<file path="src/pkg/pfjc_pkg.sv">
// Purpose: Shared types and constants of the four-stage pipeline control with jump cache
// Assumes: One machine cycle per clock; decoder, ALU and bus protocol live outside
// Notes: Code addresses are segment and offset joined, segment in the upper bits
package pfjc_pkg;
	localparam int IP_W = 16;
	localparam int CSP_W = 8;
	localparam int ADDR_W = CSP_W + IP_W;
	localparam int INSTR_W = 32;
	localparam int DATA_W = 16;
	localparam int RADDR_W = 16;
	localparam int DPP_NUM = 4;
	localparam logic [ADDR_W-1:0] RESET_ADDR = 24'h000000;
	localparam logic [ADDR_W-1:0] INSTR_STEP = 24'h000004;
	localparam logic [DATA_W-1:0] SP_STEP = 16'h0002;
	localparam logic [DATA_W-1:0] RESET_SP = 16'h0000;
	localparam logic [DATA_W-1:0] RESET_CP = 16'h0000;
	localparam logic [DATA_W-1:0] RESET_DPP = 16'h0000;
	localparam logic [INSTR_W-1:0] INJECT_INSTR = 32'h00000000;

	typedef enum logic [3:0] {
		PFJC_OP_PLAIN = 4'b0000,
		PFJC_OP_ABS_COND_JUMP = 4'b0001,
		PFJC_OP_REL_COND_JUMP = 4'b0010,
		PFJC_OP_JUMP_IF_BIT_SET = 4'b0011,
		PFJC_OP_JUMP_IF_BIT_SET_THEN_CLEAR = 4'b0100,
		PFJC_OP_JUMP_IF_BIT_CLEAR = 4'b0101,
		PFJC_OP_JUMP_IF_BIT_CLEAR_THEN_SET = 4'b0110,
		PFJC_OP_BRANCH = 4'b0111,
		PFJC_OP_SEGMENT_CHANGE = 4'b1000,
		PFJC_OP_CP_WRITE = 4'b1001,
		PFJC_OP_DPP_WRITE = 4'b1010,
		PFJC_OP_SP_WRITE = 4'b1011
	} pfjc_op_e;

	// What the outside decoder reports for the instruction held in decode
	typedef struct packed {
		pfjc_op_e op;
		logic cond_met;
		logic [ADDR_W-1:0] target;
		logic [1:0] sel;
		logic wr;
		logic [RADDR_W-1:0] waddr;
		logic [RADDR_W-1:0] rd_addr;
		logic sp_inc;
		logic sp_dec;
	} pfjc_dec_s;

	typedef struct packed {
		logic valid;
		logic inj;
		logic [ADDR_W-1:0] addr;
		logic [INSTR_W-1:0] instr;
		pfjc_op_e op;
		logic [1:0] sel;
		logic wr;
		logic [RADDR_W-1:0] waddr;
		logic [DATA_W-1:0] data;
	} pfjc_slot_s;

	typedef struct packed {
		logic wr;
		logic code;
		logic rd;
	} pfjc_bus_s;
endpackage

</file>
<file path="src/logic/pfjc_pipeline.sv">
// Purpose: Control of a fetch, decode, execute, write back pipeline with a jump cache
// Assumes: Code memory answers fetch_addr within the same cycle; decoder reads dec_slot
// Notes: bus_hold freezes every stage; pointer writes land in execute
//
// What this block does
// RULE1: Every instruction passes all four stages
// RULE2: Four in flight, one completes per cycle
// RULE3: Taken branch drops prefetch, injects filler
// RULE4: Untaken conditional branch costs no cycle
// RULE5: First taken cache jump refetches, saves target
// RULE6: Only six conditional jumps use the cache
// RULE7: Cache hit injects target straight into decode
// RULE8: Segment changes and interrupts invalidate cache
// RULE9: Forward operand values between stages
// RULE10: Next instruction may miss new context pointer
// RULE11: Next instruction may miss new page pointer
// RULE12: Pop right after stack write uses old
// RULE13: Bus grants: writes, then code, then reads
// RULE14: Decode addresses, stack adjust, branch target load
// RULE15: Execute pointer writes; write back stores operands
// RULE16: Injected instructions enter decode, carry interrupts
// RULE17: One cache entry, replaced by another jump
`timescale 1ns/100ps
`default_nettype none
module pfjc_pipeline (
	input wire logic clk,
	input wire logic reset,
	input wire logic bus_hold,
	input wire logic [pfjc_pkg::INSTR_W-1:0] fetch_instr,
	input wire pfjc_pkg::pfjc_dec_s dec_info,
	input wire logic [pfjc_pkg::DATA_W-1:0] rf_rdata,
	input wire logic [pfjc_pkg::DATA_W-1:0] ex_wdata,
	input wire logic irq_req,
	input wire logic [pfjc_pkg::ADDR_W-1:0] irq_vector,
	input wire pfjc_pkg::pfjc_bus_s bus_req,
	output logic [pfjc_pkg::CSP_W-1:0] code_segment_pointer,
	output logic [pfjc_pkg::IP_W-1:0] instruction_pointer,
	output pfjc_pkg::pfjc_slot_s dec_slot,
	output pfjc_pkg::pfjc_slot_s ex_slot,
	output pfjc_pkg::pfjc_slot_s wb_slot,
	output logic [pfjc_pkg::DATA_W-1:0] context_pointer,
	output logic [pfjc_pkg::DPP_NUM-1:0][pfjc_pkg::DATA_W-1:0] data_page_pointer,
	output logic [pfjc_pkg::DATA_W-1:0] stack_pointer,
	output logic irq_ack,
	output logic [pfjc_pkg::ADDR_W-1:0] irq_ret_addr,
	output pfjc_pkg::pfjc_bus_s bus_grant
);
	logic [pfjc_pkg::ADDR_W-1:0] fetch_addr;
	logic fill_pend;
	logic [pfjc_pkg::ADDR_W-1:0] fill_tag;
	logic [pfjc_pkg::ADDR_W-1:0] next_fetch_addr;
	logic next_fill_pend;
	logic [pfjc_pkg::ADDR_W-1:0] next_fill_tag;
	pfjc_pkg::pfjc_slot_s next_dec_slot;
	pfjc_pkg::pfjc_slot_s next_ex_slot;
	pfjc_pkg::pfjc_slot_s next_wb_slot;
	logic [pfjc_pkg::DATA_W-1:0] next_context_pointer;
	logic [pfjc_pkg::DPP_NUM-1:0][pfjc_pkg::DATA_W-1:0] next_data_page_pointer;
	logic [pfjc_pkg::DATA_W-1:0] next_stack_pointer;
	logic next_irq_ack;
	logic [pfjc_pkg::ADDR_W-1:0] next_irq_ret_addr;
	pfjc_pkg::pfjc_bus_s next_bus_grant;

	logic dec_live;
	logic is_cache_jump;
	logic is_branch;
	logic taken;
	logic cache_hit;
	logic [pfjc_pkg::INSTR_W-1:0] cache_instr;
	logic cache_wr;
	logic cache_inv;
	logic [pfjc_pkg::DATA_W-1:0] operand;
	pfjc_pkg::pfjc_slot_s fetched;
	pfjc_pkg::pfjc_slot_s filler;

	pfjc_jump_cache #(
		.ADDR_W(pfjc_pkg::ADDR_W),
		.INSTR_W(pfjc_pkg::INSTR_W)
	) u_cache (
		.clk(clk),
		.reset(reset),
		.lookup_addr(dec_slot.addr),
		.hit(cache_hit),
		.hit_instr(cache_instr),
		.wr_en(cache_wr),
		.wr_tag(fill_tag),
		.wr_instr(fetch_instr),
		.inv(cache_inv)
	);

	// Injected slots ignore the decoder, so a filler never branches by accident
	assign dec_live = dec_slot.valid && !dec_slot.inj;
	always_comb begin
		is_cache_jump = 1'b0;
		case (dec_info.op)
			pfjc_pkg::PFJC_OP_ABS_COND_JUMP,
			pfjc_pkg::PFJC_OP_REL_COND_JUMP,
			pfjc_pkg::PFJC_OP_JUMP_IF_BIT_SET,
			pfjc_pkg::PFJC_OP_JUMP_IF_BIT_SET_THEN_CLEAR,
			pfjc_pkg::PFJC_OP_JUMP_IF_BIT_CLEAR,
			pfjc_pkg::PFJC_OP_JUMP_IF_BIT_CLEAR_THEN_SET: is_cache_jump = 1'b1; // [RULE6]
			default: is_cache_jump = 1'b0;
		endcase
	end
	assign is_branch = is_cache_jump || (dec_info.op == pfjc_pkg::PFJC_OP_BRANCH)
		|| (dec_info.op == pfjc_pkg::PFJC_OP_SEGMENT_CHANGE);
	assign taken = dec_live && is_branch && dec_info.cond_met;

	always_comb begin
		fetched = '0;
		fetched.valid = 1'b1;
		fetched.addr = fetch_addr;
		fetched.instr = fetch_instr;
		filler = '0;
		filler.valid = 1'b1;
		filler.inj = 1'b1;
		filler.addr = fetch_addr;
		filler.instr = pfjc_pkg::INJECT_INSTR;
	end

	// Youngest writer wins so a back-to-back dependency sees the newest value
	always_comb begin
		operand = rf_rdata;
		if (ex_slot.valid && ex_slot.wr && (ex_slot.waddr == dec_info.rd_addr)) begin
			operand = ex_wdata; // [RULE9]
		end else if (wb_slot.valid && wb_slot.wr && (wb_slot.waddr == dec_info.rd_addr)) begin
			operand = wb_slot.data; // [RULE9]
		end
	end

	always_comb begin
		next_fetch_addr = fetch_addr;
		next_fill_pend = fill_pend;
		next_fill_tag = fill_tag;
		next_dec_slot = dec_slot;
		next_ex_slot = ex_slot;
		next_wb_slot = wb_slot;
		next_context_pointer = context_pointer;
		next_data_page_pointer = data_page_pointer;
		next_stack_pointer = stack_pointer;
		next_irq_ack = 1'b0;
		next_irq_ret_addr = irq_ret_addr;
		cache_wr = 1'b0;
		cache_inv = 1'b0;
		if (!bus_hold) begin
			// Each slot moves one stage per cycle, none is skipped
			next_wb_slot = ex_slot; // [RULE1] [RULE2]
			next_wb_slot.data = ex_wdata; // [RULE15]
			next_ex_slot = dec_slot; // [RULE1] [RULE16]
			if (dec_live) begin
				next_ex_slot.op = dec_info.op;
				next_ex_slot.sel = dec_info.sel;
				next_ex_slot.wr = dec_info.wr;
				next_ex_slot.waddr = dec_info.waddr;
				next_ex_slot.data = operand; // [RULE14]
				if (dec_info.sp_inc) begin
					next_stack_pointer = stack_pointer + pfjc_pkg::SP_STEP; // [RULE14]
				end else if (dec_info.sp_dec) begin
					next_stack_pointer = stack_pointer - pfjc_pkg::SP_STEP; // [RULE14]
				end
			end
			next_dec_slot = fetched; // [RULE2] [RULE4]
			next_fetch_addr = fetch_addr + pfjc_pkg::INSTR_STEP;
			if (fill_pend) begin
				// Target arrives from fetch in the cycle the filler decodes
				cache_wr = 1'b1; // [RULE5] [RULE17]
				next_fill_pend = 1'b0;
			end
			if (taken) begin
				if (is_cache_jump && cache_hit) begin
					next_dec_slot = fetched;
					next_dec_slot.addr = dec_info.target;
					next_dec_slot.instr = cache_instr; // [RULE7]
					next_fetch_addr = dec_info.target + pfjc_pkg::INSTR_STEP; // [RULE7]
				end else begin
					next_dec_slot = filler; // [RULE3]
					next_fetch_addr = dec_info.target; // [RULE3] [RULE14]
					if (is_cache_jump) begin
						next_fill_pend = 1'b1; // [RULE5]
						next_fill_tag = dec_slot.addr; // [RULE17]
					end
				end
			end else if (irq_req && !dec_slot.inj) begin
				// Prefetched word is dropped and becomes the return point
				next_dec_slot = filler; // [RULE16]
				next_fetch_addr = irq_vector;
				next_irq_ret_addr = fetch_addr;
				next_irq_ack = 1'b1;
				cache_inv = 1'b1; // [RULE8]
				next_fill_pend = 1'b0;
			end
			if (dec_live && (dec_info.op == pfjc_pkg::PFJC_OP_SEGMENT_CHANGE)) begin
				cache_inv = 1'b1; // [RULE8]
				next_fill_pend = 1'b0;
			end
			// Pointer writes land in execute while the next one already decodes
			if (ex_slot.valid && !ex_slot.inj) begin
				case (ex_slot.op)
					pfjc_pkg::PFJC_OP_CP_WRITE: next_context_pointer = ex_wdata; // [RULE10] [RULE15]
					pfjc_pkg::PFJC_OP_DPP_WRITE: next_data_page_pointer[ex_slot.sel] = ex_wdata; // [RULE11]
					pfjc_pkg::PFJC_OP_SP_WRITE: next_stack_pointer = ex_wdata; // [RULE12] [RULE15]
					default: next_context_pointer = context_pointer;
				endcase
			end
		end
		next_bus_grant = '0;
		if (bus_req.wr) begin
			next_bus_grant.wr = 1'b1; // [RULE13]
		end else if (bus_req.code) begin
			next_bus_grant.code = 1'b1; // [RULE13]
		end else if (bus_req.rd) begin
			next_bus_grant.rd = 1'b1; // [RULE13]
		end
	end

	always_ff @(posedge clk or posedge reset) begin
		if (reset) begin
			fetch_addr <= pfjc_pkg::RESET_ADDR;
			fill_pend <= 1'b0;
			fill_tag <= '0;
			dec_slot <= '0;
			ex_slot <= '0;
			wb_slot <= '0;
			context_pointer <= pfjc_pkg::RESET_CP;
			data_page_pointer <= {pfjc_pkg::DPP_NUM{pfjc_pkg::RESET_DPP}};
			stack_pointer <= pfjc_pkg::RESET_SP;
			irq_ack <= 1'b0;
			irq_ret_addr <= '0;
			bus_grant <= '0;
		end else begin
			fetch_addr <= next_fetch_addr;
			fill_pend <= next_fill_pend;
			fill_tag <= next_fill_tag;
			dec_slot <= next_dec_slot;
			ex_slot <= next_ex_slot;
			wb_slot <= next_wb_slot;
			context_pointer <= next_context_pointer;
			data_page_pointer <= next_data_page_pointer;
			stack_pointer <= next_stack_pointer;
			irq_ack <= next_irq_ack;
			irq_ret_addr <= next_irq_ret_addr;
			bus_grant <= next_bus_grant;
		end
	end

	assign code_segment_pointer = fetch_addr[pfjc_pkg::ADDR_W-1:pfjc_pkg::IP_W];
	assign instruction_pointer = fetch_addr[pfjc_pkg::IP_W-1:0];
endmodule
`default_nettype wire

</file>
<file path="src/logic/pfjc_jump_cache.sv">
// Purpose: Single-entry jump cache: jump address tag, valid flag, target instruction
// Assumes: Lookup is combinational from the stored entry
// Notes: Invalidate beats a write landing in the same cycle
`timescale 1ns/100ps
`default_nettype none
module pfjc_jump_cache #(
	parameter int ADDR_W = 24,
	parameter int INSTR_W = 32
) (
	input wire logic clk,
	input wire logic reset,
	input wire logic [ADDR_W-1:0] lookup_addr,
	output logic hit,
	output logic [INSTR_W-1:0] hit_instr,
	input wire logic wr_en,
	input wire logic [ADDR_W-1:0] wr_tag,
	input wire logic [INSTR_W-1:0] wr_instr,
	input wire logic inv
);
	logic valid;
	logic [ADDR_W-1:0] tag;
	logic [INSTR_W-1:0] data;
	logic next_valid;
	logic [ADDR_W-1:0] next_tag;
	logic [INSTR_W-1:0] next_data;

	always_comb begin
		next_valid = valid;
		next_tag = tag;
		next_data = data;
		if (wr_en) begin
			next_valid = 1'b1;
			next_tag = wr_tag;
			next_data = wr_instr;
		end
		if (inv) begin
			next_valid = 1'b0;
		end
	end

	always_ff @(posedge clk or posedge reset) begin
		if (reset) begin
			valid <= 1'b0;
			tag <= '0;
			data <= '0;
		end else begin
			valid <= next_valid;
			tag <= next_tag;
			data <= next_data;
		end
	end

	assign hit = valid && (tag == lookup_addr);
	assign hit_instr = data;
endmodule
`default_nettype wire

</file>
<file path="config.mk">
export PLATFORM = sky130hd
export DESIGN_NAME = pfjc_pipeline
export DESIGN_NICKNAME = d
export VERILOG_FILES = /design/src/pkg/pfjc_pkg.sv /design/src/logic/pfjc_pipeline.sv /design/src/logic/pfjc_jump_cache.sv
export SDC_FILE = /design/constraint.sdc
export NUM_CORES = 1
export LEC_CHECK = 0
export BUFFER_PORTS_ARGS = -buffer_cell sky130_fd_sc_hd__buf_2
export CAP_MARGIN = 10
export CORE_AREA = 2 2 234 236
export DETAILED_ROUTE_END_ITERATION = 10
export DIE_AREA = 0 0 236 238
export HOLD_SLACK_MARGIN = 0.12
export PLACE_DENSITY = 0.72
export SLEW_MARGIN = 5
export SYNTH_ARGS = -nofsm -noshare
export SYNTH_HDL_FRONTEND = slang
export SYNTH_SLANG_ARGS = --single-unit
</file>
<file path="constraint.sdc">
create_clock -name clk -period 33.5 [get_ports clk]
set_input_delay 6.7 -clock clk [delete_from_list [all_inputs] [get_ports clk]]
set_output_delay 6.7 -clock clk [all_outputs]
set_load 0.05 [all_outputs]
</file>
# Yosys cells after proc, flatten, opt, wreduce, memory -nomap -nowiden
# Index checks and enable logic that the tools add are counted.
word_totals:
  register_bits: 521
  input_bits: 161
classes:
  add_sub_neg: 4
  order_cmp: 2
  n_eq_ne: 14
  n_mux: 36
  bitwise: 3
  n_reduce_logical: 23
op_table:
  columns: ["cell", "n"]
  rows:
  - ["96-bit 2-to-1 mux", 2]
  - ["16-bit 2-to-1 mux", 8]
  - ["97-bit 2-to-1 mux", 1]
  - ["24-bit 2-to-1 mux", 3]
  - ["64-bit bitwise mux", 1]
  - ["24-bit by 3-bit adder with 24-bit output, second input constant", 2]
  - ["39-bit 2-to-1 mux", 1]
  - ["16-bit demux with 2-bit select", 1]
  - ["16-bit equality test", 2]
  - ["24-bit equality test", 1]
  - ["1-bit 2-to-1 mux", 18]
  - ["16-bit by 2-bit adder with 16-bit output, second input constant", 1]
  - ["4-bit by 3-bit equality test with 1-bit output, second input constant", 4]
  - ["4-bit equality test, second input constant", 4]
  - ["16-bit by 2-bit subtractor with 16-bit output, second input constant", 1]
  - ["1-bit logical AND", 13]
  - ["3-bit AND reduction", 3]
  - ["4-bit by 2-bit equality test with 1-bit output, second input constant", 2]
  - ["6-bit OR reduction", 1]
  - ["4-bit by 1-bit equality test with 1-bit output, second input constant", 1]
  - ["4-bit AND reduction", 1]
  - ["2-bit by 3-bit < comparator with 1-bit output, second input constant", 1]
  - ["1-bit inverter", 3]
  - ["2-bit by 1-bit >= comparator with 1-bit output, second input constant", 1]
  - ["4 further kinds", 6]

# Logic depth before layout (Yosys ltp)
logic_depth:
  ltp_word: 11
  mapped_depth: 8
  ltp_nobuf: 8

# By module
# Synthesis repeated with hierarchy kept, for this count alone.
hier_totals:
  hier_cells: 1781
  area_unflattened_um2: 21260.4
modules_own_cells:
  columns: ["mod", "instances", "cells_per_inst", "area_each_um2", "seq_area_each_um2"]
  rows:
  - ["pfjc_pipeline", 1, 1626, 18885.6, 10635.2]
  - ["pfjc_jump_cache", 1, 155, 2374.8, 1426.4]

# Least setup slack after synthesis
# Ideal clock, no wire load.
synth_timing:
  kind: "input -> register"
  from: "input port dec_info[14] (netlist name)"
  to: "register ex_slot[0] (netlist name)"
  t_arrival_ns: 8.375
  path_slack_ns: 24.980
  stages: 7
  n_path_buf: 1
  path_cell_list: "xor2_1 > nor4_1 > nand4_1 > nor4_4 > buf_4 > mux2i_1 > o221ai_1"
synth_via:
  elab_chain_cells: 5
synth_rtl:
  columns: ["item", "line_no", "source"]
  rows:
  - ["from (decl)", "pfjc_pipeline.sv:30", "input wire pfjc_pkg::pfjc_dec_s dec_info,"]
  - ["16-bit equality test", "pfjc_pipeline.sv:126", "end else if (wb_slot.valid && wb_slot.wr && (wb_slot.waddr == dec_info.rd_addr)) begin"]
  - ["1-bit logical AND", "pfjc_pipeline.sv:126", null]
  - ["16-bit 2-to-1 mux", "pfjc_pipeline.sv:126", null]
  - ["16-bit 2-to-1 mux (*)", "pfjc_pipeline.sv:124", "if (ex_slot.valid && ex_slot.wr && (ex_slot.waddr == dec_info.rd_addr)) begin"]
  - ["39-bit 2-to-1 mux (*)", "pfjc_pipeline.sv:150", "if (dec_live) begin"]
  - ["to (signal assigned)", "pfjc_pipeline.sv:235", "ex_slot <= next_ex_slot;"]
  - ["to (decl)", "pfjc_pipeline.sv:39", "output pfjc_pkg::pfjc_slot_s ex_slot,"]
# Mark *: on every way between the ends. The rest lies on a longest branch, timed or not.
# A chain may end at the register's enable or synchronous reset.

# Final worst setup path
layout_timing:
  from: "input port dec_info[64] (netlist name)"
  to: "register fetch_addr[13] (netlist name)"
layout_via:
  elab_chain_cells: 8
layout_rtl:
  columns: ["item", "line_no", "source"]
  rows:
  - ["4-bit by 1-bit equality test with 1-bit output (tied with other cells)", "pfjc_pipeline.sv:95", "case (dec_info.op)"]
  - ["6-bit OR reduction", "pfjc_pipeline.sv:95", null]
  - ["1-bit 2-to-1 mux", "pfjc_pipeline.sv:95", null]
  - ["1-bit logical OR", "pfjc_pipeline.sv:105", "assign is_branch = is_cache_jump || (dec_info.op == pfjc_pkg::PFJC_OP_BRANCH)"]
  - ["1-bit logical OR", "pfjc_pipeline.sv:106", "|| (dec_info.op == pfjc_pkg::PFJC_OP_SEGMENT_CHANGE);"]
  - ["1-bit logical AND (2 in a row)", "pfjc_pipeline.sv:107", "assign taken = dec_live && is_branch && dec_info.cond_met;"]
  - ["24-bit 2-to-1 mux (*)", "pfjc_pipeline.sv:169", "if (taken) begin"]
  - ["to (signal assigned)", "pfjc_pipeline.sv:218", "fetch_addr <= pfjc_pkg::RESET_ADDR;"]
  - ["to (signal assigned)", "pfjc_pipeline.sv:231", "fetch_addr <= next_fetch_addr;"]
  - ["to (decl)", "pfjc_pipeline.sv:48", "logic [pfjc_pkg::ADDR_W-1:0] fetch_addr;"]
# Marked as above.

==> results.yml <==
grt:
  grt_usage: 0.235
  grt_pass1_vias: 17000
  grt_pass1_wl_um: 103000
  grt_max_degree: 204
  overflow: 0
  antenna_found_initial: 11
critical_path:
  cp_max_fo: 40
  worstReg2RegEnd: "fetch_addr[9]"
  path_class: "in2reg"
  worstSetupStartpointType: "input pin"
  worst_ep_arrival_time_ns: 9.48
  reg2reg_depth: 5
  cp-end-kind: "register"
  crit_end: "fetch_addr[13]"
  rr_startpoint: "dec_slot[95]"
  worstSetupStartpoint: "dec_info[64]"
  required_ns: 33.97
  rrSetupSlack_ns: 30.13
cts:
  h-tree-depth: 2
  cts_tree: "done"
  clk_pin_slew_ns: 0.06
  clk_latency_ns: 0.59
  cts_buffers: 52
  cts_sinks: 482
  cts_hold_buf: 0
  ctsResizeCount: 0
  post-cts-setup-buffers: 0
  cts-root-buf: "clkbuf_16"
  clock_path_buffers: 3
timing:
  setup_tns_ns: 0
  fmax_mhz: 111
  rsz0062_at_grt: "false"
  setup_slack_ns: 24.48
  finalSetupViolCount: 0
  fin_crit_ns: 9.02
  finalHoldViolCount: 0
  relSlewSlack: 0.210
  final.setup_skew_ns: 0.0158
  tightestPinTransition_ns: 1.18
  fin_crit_sh: 0.269
  drv_slew: 0
detailed_routing:
  routedWlPerCell_um: 22.3
  vias: 16800
  dr.pass1.iters: 6
  ant_nets: 0
  drt-initial-drc-count: 1200
  viasPerCell: 5.52
  route.detailed.drc: 0
  routed_wl_um: 67900
place:
  hpwl_um: 48800
  gp_congestion: 0.904
  dp_slack_ns: 23.70
  numPortBuffers: 560
power:
  p_switching_uw: 932
  pwr-share-comb: 0.348
  powerDensity_nw_per_um2: 83.4
  switching_share: 0.417
  internal_power_mw: 1.30
  clockPowerShare: 0.268
  p_seq_frac: 0.384
  p_leak_nw: 12.6
  ir_worst_vdd_uv: 52.7
floorplanning:
  die_w_um: 236
  die_h_um: 238
  fp-row-count: 85
  coreArea_um2: 53500
  start_util: 0.405
  die-area_um2: 56200
  ios: 600
hold_path:
  hold_class: "reg2reg"
yosys:
  yosysTopAreaCell: "dfrtp_1"
  synth_warnings: 0
  synth.avg_cell_area_um2: 12.2
  synth_commonest_cells: "dfrtp_1, mux2_2, nand2_1, clkbuf_1, a21oi_1"
  synth_seq_cells: 482
  synthArstFlopShare: 1.00
  synth-edff-count: 0
  syn_area_um2: 21700
  synth_cell_types: 77
  synth.top_cell.area_share: 0.557
  yosysMostFrequentCell: "dfrtp_1"
  syn_inst: 1775
  synth.area.top_cells: "dfrtp_1, mux2_2, nand2_1, mux2i_1, a21oi_1"
  synth-seq-area-share: 0.557
  synthFlopType: "dfrtp_1"
finish:
  area_growth_pct: 23.6
  nFillCells: 4750
  drive_gt1_frac: 0.437
  final_util: 0.501
  fin_nets: 2468
status:
  outcome: "completed"
run:
  max_cap_viol_count: 0
[cell usage in the layout (no fill, tap or decap), drive strengths merged, types with 31 or more instances in the layout]
master,n
nand4,34
clkbuf,65
nand2,127
nor2,63
xnor2,47
dfrtp,482
conb,39
o21ai,50
mux2,321
a21oi,85
mux2i,45
nand3,49
inv,31
buf,583
a2bb2oi,33
[cells by family after synthesis]
family,after synthesis,share of synthesized area
compound gates,289,0.0925
mux,366,0.188
fa+ha+maj,4,0.00231
flops,482,0.557
simple gates,391,0.0948
buf+inv,176,0.0392
xor+xnor,66,0.0267
other cells,1,0.000173
[per-layer routing]
layer,track usage,part of all wire,vias up
met4,0.0909,0.035,4
met2,0.395,0.49,673
li1,-,-,7437
met5,0,0.00038,-
met1,0.298,0.41,8561
met3,0.0484,0.066,145
[worst min path at each step]
stage                startpoint          end  slack, ns  cells past startpoint
floorplan             fill_pend    fill_pend       0.47                      2
finish               ex_slot[1]   ex_slot[1]       0.49                      2
global placement     ex_slot[9]   ex_slot[9]       0.47                      2
CTS                  ex_slot[1]   ex_slot[1]       0.49                      2
global route        fill_tag[0]  fill_tag[0]       0.51                      1
detailed placement   ex_slot[1]   ex_slot[1]       0.48                      2
[registers in the layout, indices dropped and copies added (netlist names), 3 cells and up]
register           cells
data_page_pointer     64
ex_slot               97
u_cache.tag           24
bus_grant              3
fetch_addr            24
stack_pointer         16
dec_slot              58
fill_tag              24
wb_slot               97
context_pointer       16
irq_ret_addr          24
u_cache.hit_instr     32
[worst max-delay path, stage by stage]
cell and delay (ns):
buf_2 0.13, nor4_2 0.81, nor3_2 0.31, nor2_4 0.94, o21ai_0 0.27, a21oi_1 0.24, a211oi_1 0.07
[per-stage QoR]
stage               total power [mW]  instance area (µm²)  hold slack, ns  std cells
floorplan                       1.42                21800           0.472       1813
global placement                1.62                25000           0.472       2945
detailed placement              1.65                25000           0.476       2945
CTS                             2.25                26800           0.491       3035
global route                    2.33                26800           0.510       3043
finish                          2.23                26800           0.491       3045
[area by class of cell]
cell class | instances | area [µm²] | area share
sequential | 482 | 12100 | 0.450
multi-input combinational | 1155 | 8930 | 0.334
timing repair buffer | 583 | 3000 | 0.112
clock buffer | 65 | 1450 | 0.0542
tap | 696 | 871 | 0.0325
clock inverter | 25 | 322 | 0.0120
inverter | 29 | 118 | 0.00439
antenna | 10 | 25.0 | 0.000935
[power groups by stage]
stage | sequential [mW] | clock (mW) | combinational [mW]
after floorplan | 1.18 | 0 | 0.246
after global placement | 0.856 | 0 | 0.769
after detailed placement | 0.868 | 0 | 0.780
after CTS | 0.859 | 0.612 | 0.782
after global routing | 0.878 | 0.633 | 0.815
final | 0.858 | 0.598 | 0.777
Power figures use the tool's default switching activity.
